<file path="config.mk">
export PLATFORM = sky130hd
export DESIGN_NAME = page_memory_serial_port
export DESIGN_NICKNAME = d
export VERILOG_FILES = /design/src/logic/spi_port_pkg.sv /design/src/logic/lane_if.sv /design/src/logic/page_memory_serial_port.sv /design/src/logic/pin_sync.sv
export SDC_FILE = /design/constraint.sdc
export NUM_CORES = 1
export LEC_CHECK = 0
export BUFFER_PORTS_ARGS = -buffer_cell sky130_fd_sc_hd__buf_2
export CAP_MARGIN = 10
export CORE_UTILIZATION = 51
export DETAILED_ROUTE_END_ITERATION = 12
export PLACE_DENSITY = 0.87
export SETUP_SLACK_MARGIN = 0.15
export SYNTH_ARGS = -nofsm -noshare
export SYNTH_HDL_FRONTEND = slang
export SYNTH_SLANG_ARGS = --single-unit
</file>
<file path="constraint.sdc">
create_clock -name clk_sys -period 1.9 [get_ports clk_sys]
set_input_delay 0.38 -clock clk_sys [delete_from_list [all_inputs] [get_ports clk_sys]]
set_output_delay 0.38 -clock clk_sys [all_outputs]
set_load 0.02 [all_outputs]
</file>
<file path="src/logic/spi_port_pkg.sv">
// constants and types shared by the serial port front end
package spi_port_pkg;

  // ****************************************************************
  // pin vector layout
  // ****************************************************************
  localparam int         PIN_COUNT   = 5;
  localparam int         PIN_SCLK    = 0;
  localparam int         PIN_CS      = 1;
  localparam int         PIN_LANE0   = 2;
  localparam int         PIN_LANE2   = 3;
  localparam int         PIN_LANE3   = 4;
  // select and pause idle high, the rest low
  localparam logic [4:0] PIN_RESET   = 5'h12;

  // ****************************************************************
  // counts and reset values
  // ****************************************************************
  localparam logic [2:0] SETTLE_CYCLES  = 3'h4;
  localparam logic [2:0] SETTLE_RESET   = 3'h0;
  localparam logic [2:0] BIT_FIRST      = 3'h0;
  localparam logic [2:0] BIT_LAST       = 3'h7;
  localparam logic [2:0] BYTE_FIRST     = 3'h0;
  localparam logic [2:0] BYTE_CNT_MAX   = 3'h7;
  localparam logic [2:0] ADDR_LAST_BYTE = 3'h3;
  localparam logic [7:0] BYTE_RESET     = 8'h00;
  localparam logic [3:0] LANES_RESET    = 4'h0;
  localparam logic [2:0] BP_RESET       = 3'h0;
  localparam logic       TB_RESET       = 1'b0;
  // falling edges left in a byte after its first lane group
  localparam logic [2:0] SHIFTS_SINGLE  = 3'h7;
  localparam logic [2:0] SHIFTS_DUAL    = 3'h3;
  localparam logic [2:0] SHIFTS_QUAD    = 3'h1;
  localparam logic [2:0] SHIFTS_NONE    = 3'h0;

  // ****************************************************************
  // enumerations
  // ****************************************************************
  typedef enum logic [1:0] {
    READ_SINGLE = 2'h0,
    READ_DUAL   = 2'h1,
    READ_QUAD   = 2'h2
  } read_mode_t;

  typedef enum logic [1:0] {
    LINK_OFF    = 2'h0,
    LINK_IDLE   = 2'h1,
    LINK_ACTIVE = 2'h3,
    LINK_PAUSED = 2'h2
  } link_state_t;

endpackage

</file>
<file path="src/logic/lane_if.sv">
// raw and filtered pin levels between the sampler and the port logic
interface lane_if;
  import spi_port_pkg::*;
  logic [PIN_COUNT-1:0] raw;
  logic [PIN_COUNT-1:0] level;
  modport source (input raw, output level);
  modport sink   (output raw, input level);
endinterface

</file>
<file path="src/logic/page_memory_serial_port.sv">
// serial interface front end of a page memory: framing, hold, lane turnaround, protect pin
module page_memory_serial_port
  import spi_port_pkg::*;
(
  input  wire logic       clk_sys,
  input  wire logic       rst_n,
  input  wire logic       sclk,
  input  wire logic       cs_n,
  output logic            serial_out_lane1_o,
  output logic            serial_out_lane1_oe,
  input  wire logic       serial_in_lane0_i,
  output logic            serial_in_lane0_o,
  output logic            serial_in_lane0_oe,
  input  wire logic       protect_pin_lane2_i,
  output logic            protect_pin_lane2_o,
  output logic            protect_pin_lane2_oe,
  input  wire logic       pause_pin_lane3_i,
  output logic            pause_pin_lane3_o,
  output logic            pause_pin_lane3_oe,
  output logic [7:0]      rx_byte,
  output logic            rx_valid,
  output logic            rx_first,
  output logic            cmd_start,
  output logic            cmd_end,
  output logic            cmd_exec,
  output logic            iface_reset,
  input  wire logic       read_cmd,
  input  wire read_mode_t read_mode,
  input  wire logic [7:0] tx_byte,
  output logic            tx_req,
  input  wire logic       write_in_progress,
  input  wire logic       srwd,
  input  wire logic       bp_wr_en,
  input  wire logic [2:0] bp_wr_data,
  input  wire logic       tb_wr_data,
  output logic [2:0]      block_protect_bits,
  output logic            top_bottom_select,
  output logic            protect_lock,
  output logic            standby,
  output logic            active_power,
  output logic            paused
);

  // ****************************************************************
  // pin sampling
  // ****************************************************************
  lane_if pins ();

  assign pins.raw[PIN_SCLK]  = sclk;
  assign pins.raw[PIN_CS]    = cs_n;
  assign pins.raw[PIN_LANE0] = serial_in_lane0_i;
  assign pins.raw[PIN_LANE2] = protect_pin_lane2_i;
  assign pins.raw[PIN_LANE3] = pause_pin_lane3_i;

  pin_sync u_pin_sync (
    .clk_sys (clk_sys),
    .rst_n   (rst_n),
    .pins    (pins)
  );

  logic sclk_l;
  logic cs_l;
  logic lane0_l;
  logic lane2_l;
  logic lane3_l;

  assign sclk_l  = pins.level[PIN_SCLK];
  assign cs_l    = pins.level[PIN_CS];
  assign lane0_l = pins.level[PIN_LANE0];
  assign lane2_l = pins.level[PIN_LANE2];
  assign lane3_l = pins.level[PIN_LANE3];

  // ****************************************************************
  // edge detection
  // ****************************************************************
  logic       sclk_prev_reg;
  logic       cs_prev_reg;
  logic [2:0] settle_reg;
  logic       seen_high_reg;
  logic       settled;
  logic       sclk_rise;
  logic       sclk_fall;
  logic       cs_fall;
  logic       cs_rise;

  // either idle clock level works: shifting uses only edges, though pause waits for a low clock level
  always_ff @(posedge clk_sys or negedge rst_n) begin
    if (!rst_n) begin
      sclk_prev_reg <= PIN_RESET[PIN_SCLK];
      cs_prev_reg   <= PIN_RESET[PIN_CS];
    end else begin
      sclk_prev_reg <= sclk_l;
      cs_prev_reg   <= cs_l;
    end
  end

  // a select held low through reset is not taken as a falling edge
  always_ff @(posedge clk_sys or negedge rst_n) begin
    if (!rst_n) begin
      settle_reg    <= SETTLE_RESET;
      seen_high_reg <= 1'b0;
    end else begin
      if (!settled) begin
        settle_reg <= settle_reg + 3'h1;
      end
      if (settled && cs_l) begin
        seen_high_reg <= 1'b1;
      end
    end
  end

  assign settled   = (settle_reg == SETTLE_CYCLES);
  assign sclk_rise = sclk_l && !sclk_prev_reg;
  assign sclk_fall = !sclk_l && sclk_prev_reg;
  assign cs_fall   = !cs_l && cs_prev_reg;
  assign cs_rise   = cs_l && !cs_prev_reg;

  // ****************************************************************
  // link state
  // ****************************************************************
  link_state_t state_reg;
  logic        quad_dir_reg;
  logic        pause_enter;
  logic        pause_leave;
  logic        rise_ok;
  logic        fall_ok;

  // hold needs select low, only reachable from the active state
  // pause starts once the clock is low, so a high clock defers it
  assign pause_enter = !quad_dir_reg && !lane3_l && !sclk_l;
  // release while clock low leaves at once, else at the next low clock
  assign pause_leave = lane3_l && !sclk_l;
  // edges count only while selected and not paused
  assign rise_ok     = (state_reg == LINK_ACTIVE) && sclk_rise && !cs_rise;
  assign fall_ok     = (state_reg == LINK_ACTIVE) && sclk_fall && !cs_rise;

  always_ff @(posedge clk_sys or negedge rst_n) begin
    if (!rst_n) begin
      state_reg <= LINK_OFF;
    end else begin
      case (state_reg)
        LINK_OFF: begin
          if (cs_fall && seen_high_reg) begin
            state_reg <= LINK_ACTIVE;
          end
        end
        LINK_IDLE: begin
          if (cs_fall) begin
            state_reg <= LINK_ACTIVE;
          end
        end
        LINK_ACTIVE: begin
          if (cs_rise) begin
            state_reg <= LINK_IDLE;
          end else if (pause_enter) begin
            state_reg <= LINK_PAUSED;
          end
        end
        LINK_PAUSED: begin
          if (cs_rise) begin
            state_reg <= LINK_IDLE;
          end else if (pause_leave) begin
            state_reg <= LINK_ACTIVE;
          end
        end
        default: begin
          state_reg <= LINK_OFF;
        end
      endcase
    end
  end

  // ****************************************************************
  // frame events
  // ****************************************************************
  logic cmd_start_reg;
  logic cmd_end_reg;
  logic cmd_exec_reg;
  logic iface_reset_reg;
  logic [2:0] bit_cnt_reg;
  logic [2:0] byte_cnt_reg;

  always_ff @(posedge clk_sys or negedge rst_n) begin
    if (!rst_n) begin
      cmd_start_reg   <= 1'b0;
      cmd_end_reg     <= 1'b0;
      cmd_exec_reg    <= 1'b0;
      iface_reset_reg <= 1'b0;
    end else begin
      cmd_start_reg   <= cs_fall && (state_reg == LINK_IDLE || (state_reg == LINK_OFF && seen_high_reg));
      cmd_end_reg     <= cs_rise && (state_reg == LINK_ACTIVE || state_reg == LINK_PAUSED);
      cmd_exec_reg    <= cs_rise && (state_reg == LINK_ACTIVE) && (bit_cnt_reg == BIT_FIRST)
                         && (byte_cnt_reg != BYTE_FIRST);
      // latch and write flags live outside and are left alone
      iface_reset_reg <= cs_rise && (state_reg == LINK_PAUSED);
    end
  end

  // ****************************************************************
  // receive path
  // ****************************************************************
  logic [7:0] shift_in_reg;
  logic [7:0] rx_byte_reg;
  logic       rx_valid_reg;
  logic       rx_first_reg;
  logic [7:0] shift_in_next;

  assign shift_in_next = {shift_in_reg[6:0], lane0_l};

  always_ff @(posedge clk_sys or negedge rst_n) begin
    if (!rst_n) begin
      bit_cnt_reg  <= BIT_FIRST;
      byte_cnt_reg <= BYTE_FIRST;
      shift_in_reg <= BYTE_RESET;
      rx_byte_reg  <= BYTE_RESET;
      rx_valid_reg <= 1'b0;
      rx_first_reg <= 1'b0;
      quad_dir_reg <= 1'b0;
    end else begin
      rx_valid_reg <= 1'b0;
      if (cs_fall || cs_rise) begin
        bit_cnt_reg  <= BIT_FIRST;
        byte_cnt_reg <= BYTE_FIRST;
        quad_dir_reg <= 1'b0;
      end else if (rise_ok) begin
        // first rising edge after select fall is bit zero
        shift_in_reg <= shift_in_next;
        bit_cnt_reg  <= bit_cnt_reg + 3'h1;
        if (bit_cnt_reg == BIT_LAST) begin
          rx_byte_reg  <= shift_in_next;
          rx_valid_reg <= 1'b1;
          rx_first_reg <= (byte_cnt_reg == BYTE_FIRST);
          if (byte_cnt_reg != BYTE_CNT_MAX) begin
            byte_cnt_reg <= byte_cnt_reg + 3'h1;
          end
          if (byte_cnt_reg == ADDR_LAST_BYTE && read_mode == READ_QUAD) begin
            quad_dir_reg <= 1'b1;
          end
        end
      end
    end
  end

  // ****************************************************************
  // transmit path
  // ****************************************************************
  function automatic logic [3:0] place(input read_mode_t m, input logic [3:0] t);
    case (m)
      READ_DUAL: place = {2'b00, t[3], t[2]};
      READ_QUAD: place = t;
      default:   place = {2'b00, t[3], 1'b0};
    endcase
  endfunction

  function automatic logic [7:0] advance(input read_mode_t m, input logic [7:0] b);
    case (m)
      READ_DUAL: advance = {b[5:0], 2'b00};
      READ_QUAD: advance = {b[3:0], 4'h0};
      default:   advance = {b[6:0], 1'b0};
    endcase
  endfunction

  function automatic logic [2:0] groups(input read_mode_t m);
    case (m)
      READ_DUAL: groups = SHIFTS_DUAL;
      READ_QUAD: groups = SHIFTS_QUAD;
      default:   groups = SHIFTS_SINGLE;
    endcase
  endfunction

  logic       tx_active_reg;
  read_mode_t tx_mode_reg;
  logic [7:0] tx_shift_reg;
  logic [2:0] tx_left_reg;
  logic [3:0] lanes_reg;
  logic       tx_req_reg;
  logic       tx_start;
  read_mode_t load_mode;

  // read starts on a byte boundary once the instruction byte is in
  assign tx_start  = !tx_active_reg && read_cmd && (byte_cnt_reg != BYTE_FIRST) && (bit_cnt_reg == BIT_FIRST);
  assign load_mode = tx_active_reg ? tx_mode_reg : read_mode;

  always_ff @(posedge clk_sys or negedge rst_n) begin
    if (!rst_n) begin
      tx_active_reg <= 1'b0;
      tx_mode_reg   <= READ_SINGLE;
      tx_shift_reg  <= BYTE_RESET;
      tx_left_reg   <= SHIFTS_NONE;
      lanes_reg     <= LANES_RESET;
      tx_req_reg    <= 1'b0;
    end else begin
      tx_req_reg <= 1'b0;
      if (cs_fall || cs_rise) begin
        tx_active_reg <= 1'b0;
        tx_left_reg   <= SHIFTS_NONE;
        lanes_reg     <= LANES_RESET;
      end else if (fall_ok && (tx_active_reg || tx_start)) begin
        // lanes move only on a falling edge, and clear on either select edge
        if (!tx_active_reg || tx_left_reg == SHIFTS_NONE) begin
          tx_active_reg <= 1'b1;
          tx_mode_reg   <= load_mode;
          lanes_reg     <= place(load_mode, tx_byte[7:4]);
          tx_shift_reg  <= advance(load_mode, tx_byte);
          tx_left_reg   <= groups(load_mode);
          tx_req_reg    <= 1'b1;
        end else begin
          lanes_reg    <= place(tx_mode_reg, tx_shift_reg[7:4]);
          tx_shift_reg <= advance(tx_mode_reg, tx_shift_reg);
          tx_left_reg  <= tx_left_reg - 3'h1;
        end
      end
    end
  end

  // ****************************************************************
  // pin drivers
  // ****************************************************************
  logic driving;

  // floats when deselected or paused
  assign driving              = (state_reg == LINK_ACTIVE) && !cs_l;
  assign serial_out_lane1_o   = lanes_reg[1];
  assign serial_out_lane1_oe  = driving && tx_active_reg;
  assign serial_in_lane0_o    = lanes_reg[0];
  // single reads leave lanes zero, two, three as inputs
  assign serial_in_lane0_oe   = driving && tx_active_reg && (tx_mode_reg != READ_SINGLE);
  assign protect_pin_lane2_o  = lanes_reg[2];
  assign protect_pin_lane2_oe = driving && quad_dir_reg;
  assign pause_pin_lane3_o    = lanes_reg[3];
  assign pause_pin_lane3_oe   = driving && quad_dir_reg;

  // ****************************************************************
  // protection bits and power mode
  // ****************************************************************
  logic [2:0] bp_reg;
  logic       tb_reg;
  logic       lock;
  logic       standby_reg;
  logic       active_reg;

  // protect pin level is trusted only while the master drives it, not after quad turnaround
  assign lock = srwd && !lane2_l && !quad_dir_reg;

  always_ff @(posedge clk_sys or negedge rst_n) begin
    if (!rst_n) begin
      bp_reg <= BP_RESET;
      tb_reg <= TB_RESET;
    end else if (bp_wr_en && !lock) begin
      bp_reg <= bp_wr_data;
      tb_reg <= tb_wr_data;
    end
  end

  always_ff @(posedge clk_sys or negedge rst_n) begin
    if (!rst_n) begin
      standby_reg <= 1'b1;
      active_reg  <= 1'b0;
    end else begin
      standby_reg <= (state_reg == LINK_OFF || state_reg == LINK_IDLE) && !write_in_progress;
      active_reg  <= (state_reg == LINK_ACTIVE || state_reg == LINK_PAUSED) || write_in_progress;
    end
  end

  assign rx_byte            = rx_byte_reg;
  assign rx_valid           = rx_valid_reg;
  assign rx_first           = rx_first_reg;
  assign cmd_start          = cmd_start_reg;
  assign cmd_end            = cmd_end_reg;
  assign cmd_exec           = cmd_exec_reg;
  assign iface_reset        = iface_reset_reg;
  assign tx_req             = tx_req_reg;
  assign block_protect_bits = bp_reg;
  assign top_bottom_select  = tb_reg;
  assign protect_lock       = lock;
  assign standby            = standby_reg;
  assign active_power       = active_reg;
  assign paused             = (state_reg == LINK_PAUSED);

endmodule

</file>
<file path="src/logic/pin_sync.sv">
// three stage sampler for the link pins, change taken once the last two stages agree
module pin_sync
  import spi_port_pkg::*;
(
  input  wire logic clk_sys,
  input  wire logic rst_n,
  lane_if.source    pins
);

  logic [PIN_COUNT-1:0] stage1_reg;
  logic [PIN_COUNT-1:0] stage2_reg;
  logic [PIN_COUNT-1:0] stage3_reg;
  logic [PIN_COUNT-1:0] level_reg;

  genvar i;
  generate
    for (i = 0; i < PIN_COUNT; i++) begin : g_pin
      always_ff @(posedge clk_sys or negedge rst_n) begin
        if (!rst_n) begin
          stage1_reg[i] <= PIN_RESET[i];
          stage2_reg[i] <= PIN_RESET[i];
          stage3_reg[i] <= PIN_RESET[i];
          level_reg[i]  <= PIN_RESET[i];
        end else begin
          stage1_reg[i] <= pins.raw[i];
          stage2_reg[i] <= stage1_reg[i];
          stage3_reg[i] <= stage2_reg[i];
          if (stage2_reg[i] == stage3_reg[i]) begin
            level_reg[i] <= stage3_reg[i];
          end
        end
      end
    end
  endgenerate

  assign pins.level = level_reg;

endmodule

</file>
==> flow_metrics.tcl, run 1 <==
set metrics [dict create \
    status "finished, violations left" \
    violations "negative setup slack" \
    critPathKind "flop to primary output" \
    synth_cell_types 46 \
    synth_top_area_cell "dfrtp_1" \
    final_max_slew_viol_count 0 \
    crit_top_cell "buf_6" \
    synth_seq_cells 80 \
    rsz0062_at_grt "true" \
    floorplan.rows 30 \
    synth_nets 331 \
    slew_headroom_pct 68.4 \
    clock-skew-final_ns 0.0128 \
    grt.total_usage_pct 22.2 \
    clock_latency_ns 0.35 \
    drv_cap 0 \
    hpwl_mm 4.92 \
    wirelength_mm 8.41 \
    p_per_area_nw_per_um2 801 \
    grt_pass1_wl_mm 12.5 \
    cts-htree-levels 3 \
    met1_usage_pct 28.6 \
    post-route-min-period_ns 1.91 \
    die_area_um2 7360 \
    path_delay_family "flip-flops" \
    slowest_stage "dfrtp_2" \
    dp_slack_ns -0.107 \
    cp.arrival_ns 1.53 \
    cp-start-kind "flop" \
    crit_path_max_incr_delay_ns 0.43 \
    fin_crit_sh_pct 101 \
    cts_tree "built" \
    grt.busiest_layer "met2" \
    crit_buf_inv 3 \
    fill_cells 441 \
    syn_inst 287 \
    die_w_um 85.8 \
    largest_reg_flops 8 \
    placedInstanceArea_um2 4150 \
    grt_pass1_vias 2603 \
    yosysWarnings 0 \
    antenna_found_initial 0 \
    p_seq_share_pct 48.7 \
    finalPower_mw 3.92 \
    synth_seq_area_share_pct 56.3 \
    cts_buffers 9 \
    syn2layout_area_growth_pct 37.0 \
    drt-initial-drc-count 106 \
    routabilityCongestion 0.806 \
    viasPerCell 5.41 \
    p_clk_share_pct 32.2 \
    finalSetupTns_ns -0.0328 \
    cts_max_path_buffers 2 \
    die_h_um 85.8 \
    ios 56 \
    vdd_drop_max_mv 0.933 \
    dp_cells 452 \
    combPwrFrac_pct 19.1 \
    yosys.area.top_type_share_pct 49.0 \
    avgSynthCellArea_um2 12.5 \
    overflow 0 \
    path_cells "buf_4 > buf_6 > nor3b_4 > nor2b_4 > buf_6" \
    critPathMaxFanout 6 \
    layout.cells.non_filler 491 \
    grt_use_met3_pct 5.20 \
    core-area_um2 6790 \
    grt_use_met2_pct 37.2 \
    cts-root-buf "clkbuf_8" \
    drc 0 \
    design_area_um2 4900 \
    ys_async_sr_fraction_pct 100 \
    tightest_slew_ns 0.475 \
    p_leak_nw 2.37 \
    setup_viol 4 \
    swShare_pct 28.3 \
    hold_path_class "input pin to flop" \
    synth_edf_count 0 \
    clk_pin_slew_worst_paths_ns 0.09 \
    p_sw_mw 1.11 \
    initial_core_util_pct 52.7 \
    dr_total_vias 2657 \
    io_buffers 55 \
    netlist_area_um2 3580 \
    synth.area.top_cells "dfrtp_1 (49%), mux2_2 (8.8%), dfstp_2 (7.3%)" \
    n_antenna_cell 0 \
    worst_slack_ns -0.0117 \
    synth_flop_cell "dfrtp_1" \
    finalHoldViolations 0 \
    cp-end-kind "primary output" \
    clock.fmax_mhz 523 \
    routedWlPerCell_um 17.1 \
    clock-sinks 80 \
    drtPass1Iterations 4 \
    layout-drive-gt1-share_pct 49.9 \
    p_int_mw 2.81 \
    crit_required_ns 1.52 \
    grt_max_degree 37 \
    nets 434 \
    antenna_left 0 \
]
## worst register-to-register path: stages, from the launching register on
cell	delay (ns)
dfstp_2	0.54
inv_2	0.04
ha_4	0.15
and4bb_1	0.26
and3_4	0.20
o21a_4	0.16
clkbuf_16	0.16
mux2_4	0.29
## path summary, 6_finish.rpt
| check | from | endpoint | slack [ns] | cells past startpoint |
|---|---|---|---|---|
| setup / recovery | tx_active_reg$_DFFE_PN0P_ | serial_in_lane0_oe | -0.01 | 5 |
| hold / removal | protect_pin_lane2_i | u_pin_sync.stage1_reg[3]$_DFF_PN0_ | 0.13 | 1 |
| setup reg to reg | cs_prev_reg$_DFF_PN1_ | tx_shift_reg[3]$_DFFE_PN0P_ | -0.01 | 7 |
| hold reg to reg | u_pin_sync.stage1_reg[0]$_DFF_PN0_ | u_pin_sync.stage2_reg[0]$_DFF_PN0_ | 0.35 | 0 |
| max in group asynchronous | rst_n | u_pin_sync.stage2_reg[4]$_DFF_PN1_ | 0.74 | 3 |
| min in group asynchronous | rst_n | tx_shift_reg[6]$_DFFE_PN0P_ | 0.53 | 2 |
## cells by family after synthesis
kind of cell,synth area share [%]
DFF,56.3
adders and majority gates,8.04
buffers and inverters,3.71
AOI/OAI and AO/OA,9.65
muxes,10.3
and+or+nand+nor,11.2
xor gates and xnor gates,0.734
## power groups by stage
stage	clock, mW	sequential (mW)	combinational (mW)
after floorplan	0	1.97	0.271
after global placement	0	1.94	0.518
after detailed placement	0	1.94	0.535
after CTS	1.28	1.90	0.679
after global routing	1.37	1.92	0.806
final	1.26	1.91	0.751
## metrics by stage
stage               utilization, %  hold slack [ns]
floorplan                        -           0.0844
global placement              61.1            0.334
global route                  72.1            0.111
CTS                           67.6            0.121
finish                        72.1            0.129
detailed placement            61.1            0.337
## Yosys cell counts, types with 5 or more instances
master / number
nand2b_1: 5
maj3_1: 5
inv_1: 21
nand2_1: 17
o21ai_0: 14
nor2_1: 7
ha_1: 19
a221oi_1: 8
nand3_1: 8
nor2b_1: 10
mux2_2: 28
a22o_1: 5
dfstp_2: 10
dfrtp_1: 70
## layer usage
metal | vias to the layer above | routed length (um)
met2 | 76 | 4240
li1 | 1227 | -
met3 | 16 | 355
met1 | 1338 | 3630
met4 | 0 | 180
met5 | - | 0
## area by class of cell
type,instances,area (um2),share of cell area (%)
multi-input cells,178,1720,35.2
inverters,21,78.8,1.61
clock inverters,7,78.8,1.61
well taps,96,120,2.45
flip-flops and latches,80,2020,41.2
repair buffers,100,757,15.4
clock buffers,9,124,2.53
## timing repair
| item | CTS | global route |
|---|---|---|
| endpoints found under the hold margin | 24 | 0 |
| setup endpoints to repair | 38 | 40 |
| resized for setup | 32 | 48 |
| pin swaps | 9 | 14 |
| gates cloned | 1 | 2 |
| buffers inserted | 11 | 8 |
| hold buffers | 1 | 0 |
## layout by cell type (no fill, tap or decap), types with 3 or more instances in the layout
cell,count
a21oi_1,3
a221oi_1,5
a221oi_2,3
a22o_1,5
a22oi_1,4
and2_1,3
and3_1,3
buf_12,3
buf_2,50
buf_4,31
buf_6,11
clkbuf_8,9
dfrtp_1,66
dfrtp_2,4
dfstp_2,10
ha_1,12
ha_2,3
ha_4,4
inv_1,17
inv_2,4
maj3_1,5
mux2_2,13
mux2_4,16
mux2i_2,3
nand2_1,15
nand2b_1,3
nand3_1,8
nor2_1,7
nor2b_1,7
o21ai_0,12
o22ai_1,4
Power figures use the tool's default switching activity.
==> run 2: changes to the inputs <==
--- a/config.mk
+++ b/config.mk
@@ -5,6 +5,7 @@
 export SDC_FILE = /design/constraint.sdc
 export NUM_CORES = 1
 export LEC_CHECK = 0
+export ABC_AREA = 1
 export BUFFER_PORTS_ARGS = -buffer_cell sky130_fd_sc_hd__buf_2
 export CAP_MARGIN = 10
 export CORE_UTILIZATION = 51
==> run 2 against run 1 <==
Compared with the run above:
- the flow now finishes without violations
- synthesized cell count increased by 44%
- core utilization shrank 3.2 points
- final area down 3.4%
==> flow_metrics.tcl, run 2 <==
set metrics [dict create \
    p_clk_share_pct 24.0 \
    vdd_drop_max_mv 0.474 \
    grt_pass1_wl_mm 13.2 \
    nets 544 \
    r2r-end "bit_cnt_reg[0]$_DFFE_PN0P_" \
    combPwrFrac_pct 31.1 \
    syn2layout_area_growth_pct 28.6 \
    layout_commonest_cell "nand2_1" \
    routabilityCongestion 0.898 \
    die_h_um 86.9 \
    synth_edf_count 0 \
    path_cells "inv_2 > ha_4 > inv_4 > nand3_4 > nor3_4 > buf_6 > buf_6 > nand3_1 > o21ai_0" \
    synth_common_cells "nand2_1 (143), dfrtp_1 (70), inv_1 (41), nand3_1 (35), o21ai_0 (25)" \
    slew_headroom_pct 78.3 \
    viasPerCell 5.39 \
    cp-end-kind "flop" \
    synth_flop_cell "dfrtp_1" \
    fin_hold_ws_ns 0.114 \
    p_per_area_nw_per_um2 1020 \
    wirelength_mm 9.11 \
    synth_seq_cells 80 \
    synth_nets 456 \
    p_sw_mw 1.80 \
    drv_cap 0 \
    initial_core_util_pct 53.6 \
    yosys.area.top_type_share_pct 47.6 \
    p_leak_nw 2.41 \
    cts-root-buf "clkbuf_8" \
    ios 56 \
    dr_total_vias 3241 \
    critPathKind "flop to flop" \
    crit_path_max_incr_delay_ns 0.56 \
    swShare_pct 37.1 \
    final_cell_mix "nand2_1 (127), dfrtp_1 (67), buf_2 (52)" \
    synth.most_common_cell "nand2_1" \
    drc 0 \
    clock-skew-final_ns 0.0144 \
    crit_buf_inv 4 \
    r2r.worst_path.cells 9 \
    avgSynthCellArea_um2 8.93 \
    finalHoldViolations 0 \
    die_w_um 86.9 \
    grt_pass1_vias 2999 \
    p_int_mw 3.05 \
    p_seq_share_pct 44.9 \
    slowest_stage "dfstp_2" \
    n_antenna_cell 0 \
    rrSetupSlack_ns 0.07 \
    synth_cell_types 35 \
    tightest_slew_ns 0.325 \
    finalPower_mw 4.84 \
    grt_use_met2_pct 41.4 \
    grt.busiest_layer "met2" \
    io_buffers 55 \
    critPathMaxFanout 7 \
    drt-initial-drc-count 250 \
    netlist_area_um2 3680 \
    antenna_left 0 \
    min_from "serial_in_lane0_i" \
    design_area_um2 4730 \
    cts_buffers 9 \
    drtPass1Iterations 5 \
    cp-start-kind "flop" \
    path_delay_family "flip-flops" \
    synth_seq_area_share_pct 54.7 \
    layout-drive-gt1-share_pct 33.9 \
    clk_pin_slew_worst_paths_ns 0.09 \
    floorplan.rows 30 \
    crit_required_ns 2.18 \
    cts-htree-levels 3 \
    crit_top_cell "buf_6" \
    core-area_um2 6870 \
    clock_latency_ns 0.37 \
    synth.area.top_cells "dfrtp_1 (48%), nand2_1 (15%), dfstp_2 (7.1%)" \
    whs_endpoint "u_pin_sync.stage1_reg[2]$_DFF_PN0_" \
    overflow 0 \
    cp.arrival_ns 2.11 \
    clock.fmax_mhz 545 \
    met1_usage_pct 25.5 \
    seqCellArea_um2 2020 \
    final_max_slew_viol_count 0 \
    grt_use_met3_pct 6.54 \
    cts_max_path_buffers 2 \
    r2r_start "cs_prev_reg$_DFF_PN1_" \
    holdPathStages 1 \
    fin_crit_sh_pct 96.5 \
    grt.total_usage_pct 22.8 \
    multiInputGateArea_um2 1650 \
    cts_tree "built" \
    fill_cells 469 \
    placedInstanceArea_um2 4110 \
    setup_viol 0 \
    routedWlPerCell_um 15.2 \
    die_area_um2 7560 \
    syn_inst 412 \
    hold_path_class "input pin to flop" \
    grt_max_degree 45 \
    post-route-min-period_ns 1.83 \
    largest_reg_flops 8 \
    clock-sinks 80 \
    antenna_found_initial 0 \
    status "completed" \
    yosysWarnings 0 \
    rsz0062_at_grt "true" \
    hpwl_mm 5.59 \
    ys_async_sr_fraction_pct 100 \
    synth_top_area_cell "dfrtp_1" \
]
## run 2: cell types whose count changed after synthesis, sizes merged, moves of 8 or more
cell | before | now
nand2 | 18 | 144
mux2 | 29 | 0
nand3 | 9 | 37
a221oi | 8 | 0
inv | 21 | 44
o21ai | 14 | 29
nor2 | 7 | 16
nor2b | 10 | 0
## run 2: layer usage
layer | vias up | routed length [um]
met2 | 140 | 4800
met3 | 25 | 503
li1 | 1491 | -
met4 | 0 | 197
met1 | 1585 | 3610
met5 | - | 0
## run 2: timing repair
item                                    4_1_cts  5_1_grt
endpoints found under the setup margin       27       38
gates cloned                                  1        1
endpoints found under the hold margin         7        0
setup buffers                                 8       12
hold buffers                                  1        0
pin swaps                                     2       14
resized for setup                            16       56
## run 2: worst max path at each step
stage,start,endpoint,slack (ns),cells after the start
floorplan,state_reg[1]$_DFFE_PN0P_,protect_pin_lane2_oe,0.20,3
global placement,read_mode[0],tx_shift_reg[4]$_DFFE_PN0P_,0.1,9
detailed placement,tx_mode_reg[0]$_DFFE_PN0P_,tx_shift_reg[6]$_DFFE_PN0P_,-0.03,12
CTS,tx_mode_reg[0]$_DFFE_PN0P_,serial_in_lane0_oe,0.1,4
global route,cs_prev_reg$_DFF_PN1_,bit_cnt_reg[0]$_DFFE_PN0P_,-0.006,9
finish,cs_prev_reg$_DFF_PN1_,bit_cnt_reg[0]$_DFFE_PN0P_,0.07,9
## run 2: stage by stage
| stage | TNS [ns] | utilization, % | std cells | setup slack, ns |
|---|---|---|---|---|
| after global routing | -0.00569 | 68.9 | 601 | -0.00569 |
| after detailed placement | -0.0723 | 59.8 | 562 | -0.0340 |
| after CTS | 0 | 64.8 | 588 | 0.0975 |
| after floorplan | 0 | - | 412 | 0.195 |
| final | 0 | 68.9 | 601 | 0.0666 |
| after global placement | 0 | 59.8 | 562 | 0.0977 |
## run 2: logic make-up (layout without fill, tap and decap cells)
family	Yosys count	after routing	synth area share, %
simple gates	210	211	24.7
flops	80	80	54.7
buf+inv	55	147	6.22
compound gates	41	41	6.02
fa+ha+maj	24	24	7.82
xor+xnor	2	2	0.476
## run 2: area by class of cell
| type | count | share of cell area (%) |
|---|---|---|
| Tap cell | 96 | 2.54 |
| Multi-Input combinational cell | 278 | 34.9 |
| Timing Repair Buffer | 85 | 12.2 |
| Sequential cell | 80 | 42.6 |
| Clock buffer | 9 | 2.62 |
| Clock inverter | 7 | 1.14 |
| Inverter | 46 | 3.97 |
## run 2: power groups by stage
stage	Sequential, mW	Clock [mW]	Combinational (mW)
global placement	2.19	0	1.06
CTS	2.15	1.17	1.29
detailed placement	2.20	0	1.12
global route	2.20	1.25	1.64
floorplan	2.21	0	0.726
finish	2.18	1.16	1.51
==> run 3: changes to the inputs <==
--- a/config.mk
+++ b/config.mk
@@ -8,7 +8,9 @@
 export ABC_AREA = 1
 export BUFFER_PORTS_ARGS = -buffer_cell sky130_fd_sc_hd__buf_2
 export CAP_MARGIN = 10
-export CORE_UTILIZATION = 51
+export CELL_PAD_IN_SITES_DETAIL_PLACEMENT = 0
+export CELL_PAD_IN_SITES_GLOBAL_PLACEMENT = 1
+export CORE_UTILIZATION = 39
 export DETAILED_ROUTE_END_ITERATION = 12
 export PLACE_DENSITY = 0.87
 export SETUP_SLACK_MARGIN = 0.15
==> run 3 against run 2 <==
Compared with the run above:
- hold slack better by 0.0092 ns
- final cell count is 3.5% higher
- highest routed layer unchanged
- worst setup slack improved by 0.039 ns
- sequential cell count did not move
- largest power group unchanged
==> flow_metrics.tcl, run 3 (synthesis results as in run 2) <==
set metrics [dict create \
    dr_total_vias 3006 \
    path_cells "inv_2 > ha_4 > nor4_4 > buf_4" \
    grt.total_usage_pct 17.0 \
    clock-skew-final_ns 0.0124 \
    viasPerCell 4.83 \
    drc 0 \
    final_max_slew_viol_count 0 \
    fin_crit_sh_pct 94.4 \
    crit_path_max_incr_delay_ns 0.37 \
    r2r.worst_path.cells 10 \
    wirelength_mm 8.16 \
    drtPass1Iterations 4 \
    fill_cells 837 \
    clk_pin_slew_worst_paths_ns 0.08 \
    finalPower_mw 4.95 \
    cts-htree-levels 3 \
    crit_buf_inv 2 \
    critPathMaxFanout 3 \
    floorplan.rows 35 \
    antenna_left 0 \
    clock.fmax_mhz 557 \
    antenna_found_initial 0 \
    hold_path_class "input pin to flop" \
    drv_cap 0 \
    syn2layout_area_growth_pct 31.7 \
    cts_tree "built" \
    path_delay_family "flip-flops" \
    p_leak_nw 2.50 \
    n_antenna_cell 0 \
    grt_pass1_vias 2800 \
    rsz0062_at_grt "true" \
    final_cell_mix "nand2_1 (126), dfrtp_1 (67), buf_2 (52)" \
    layout-drive-gt1-share_pct 33.7 \
    overflow 0 \
    slowest_stage "dfrtp_1" \
    p_per_area_nw_per_um2 1020 \
    hpwl_mm 5.47 \
    critPathKind "flop to primary output" \
    layout_commonest_cell "nand2_1" \
    die_area_um2 9830 \
    routabilityCongestion 0.915 \
    ios 56 \
    initial_core_util_pct 40.0 \
    cts_buffers 9 \
    routedWlPerCell_um 13.1 \
    cts-root-buf "clkbuf_8" \
    nets 550 \
    slew_headroom_pct 78.1 \
    r2r_start "cs_prev_reg$_DFF_PN1_" \
    status "completed" \
    grt_pass1_wl_mm 13.0 \
    cp-start-kind "flop" \
    die_w_um 99.1 \
    crit_required_ns 1.52 \
    crit_cells 4 \
    post-route-min-period_ns 1.79 \
    core-area_um2 9200 \
    die_h_um 99.1 \
    clock-sinks 80 \
    cp.arrival_ns 1.41 \
    cts_max_path_buffers 2 \
    drt-initial-drc-count 210 \
    grt_max_degree 43 \
    tightest_slew_ns 0.325 \
    io_buffers 55 \
    clock_latency_ns 0.36 \
    largest_reg_flops 8 \
    finalSetupTns_ns 0 \
    min_from "cs_n" \
    critPathLaunch "tx_mode_reg[0]$_DFFE_PN0P_" \
    fin_hold_ws_ns 0.123 \
    cp-end-kind "primary output" \
    setup_viol 0 \
    holdPathStages 1 \
    vdd_drop_max_mv 0.428 \
    finalHoldViolations 0 \
]
[run 3: cell types whose count changed in the layout (fill, tap and decap cells not counted), moves of 2 or more]
cell        delta
nor3_4         +2
buf_6          +2
nor2_1         +3
clkinvlp_4     -3
clkbuf_8       +2
inv_6          -3
buf_4          +5
nor2_2         -2
[run 3: area by class of cell]
class                   instances  area [um2]  area share (%)
well taps                     111         139            2.87
clock inverters                 5        55.1            1.14
flip-flops and latches         80        2020            41.7
clock buffers                  11         151            3.12
multi-input cells             277        1650            34.1
inverters                      46         195            4.03
repair buffers                 92         633            13.1
[run 3: through the flow]
| step | setup WS, ns | cell area, um2 | std cells | util [%] |
|---|---|---|---|---|
| 6_report | 0.106 | 4840 | 622 | 52.7 |
| 5_1_grt | 0.0366 | 4840 | 622 | 52.7 |
| 4_1_cts | 0.111 | 4470 | 604 | 48.6 |
| 3_5_place_dp | -0.0356 | 4150 | 580 | 45.1 |
| 3_3_place_gp | 0.0123 | 4150 | 580 | 45.1 |
| 2_1_floorplan | 0.195 | 3680 | 412 | - |
[run 3: repair_timing]
action	4_1_cts	5_1_grt
pin swaps	2	18
gates resized for setup	14	62
setup buffers	7	17
hold buffers	1	0
endpoints found under the hold margin	16	0
endpoints found under the setup margin	25	39
cloned	0	1
[run 3: where the power goes]
| group | switching (mW) | total (mW) | internal [mW] |
|---|---|---|---|
| sequential | 0.183 | 2.16 | 1.97 |
| combinational | 0.877 | 1.50 | 0.623 |
| clock | 0.617 | 1.29 | 0.674 |
[run 3: final timing paths]
check,end,slack (ns)
max in group asynchronous,u_pin_sync.stage1_reg[4]$_DFF_PN1_,0.84
worst max-delay path,serial_in_lane0_oe,0.11
worst max register to register,rx_byte[5]$_DFFE_PN0P_,0.16
min in group asynchronous,rx_byte[3]$_DFFE_PN0P_,0.44
worst min-delay path,u_pin_sync.stage1_reg[1]$_DFF_PN1_,0.12
worst min register to register,u_pin_sync.stage2_reg[2]$_DFF_PN0_,0.35
[run 3: metal layers]
layer	wire, um	vias to the layer above	GRT usage, %
li1	-	1502	-
met1	3600	1410	22.3
met2	4030	82	28.0
met3	403	12	3.51
met4	112	0	6.11
met5	0	-	0
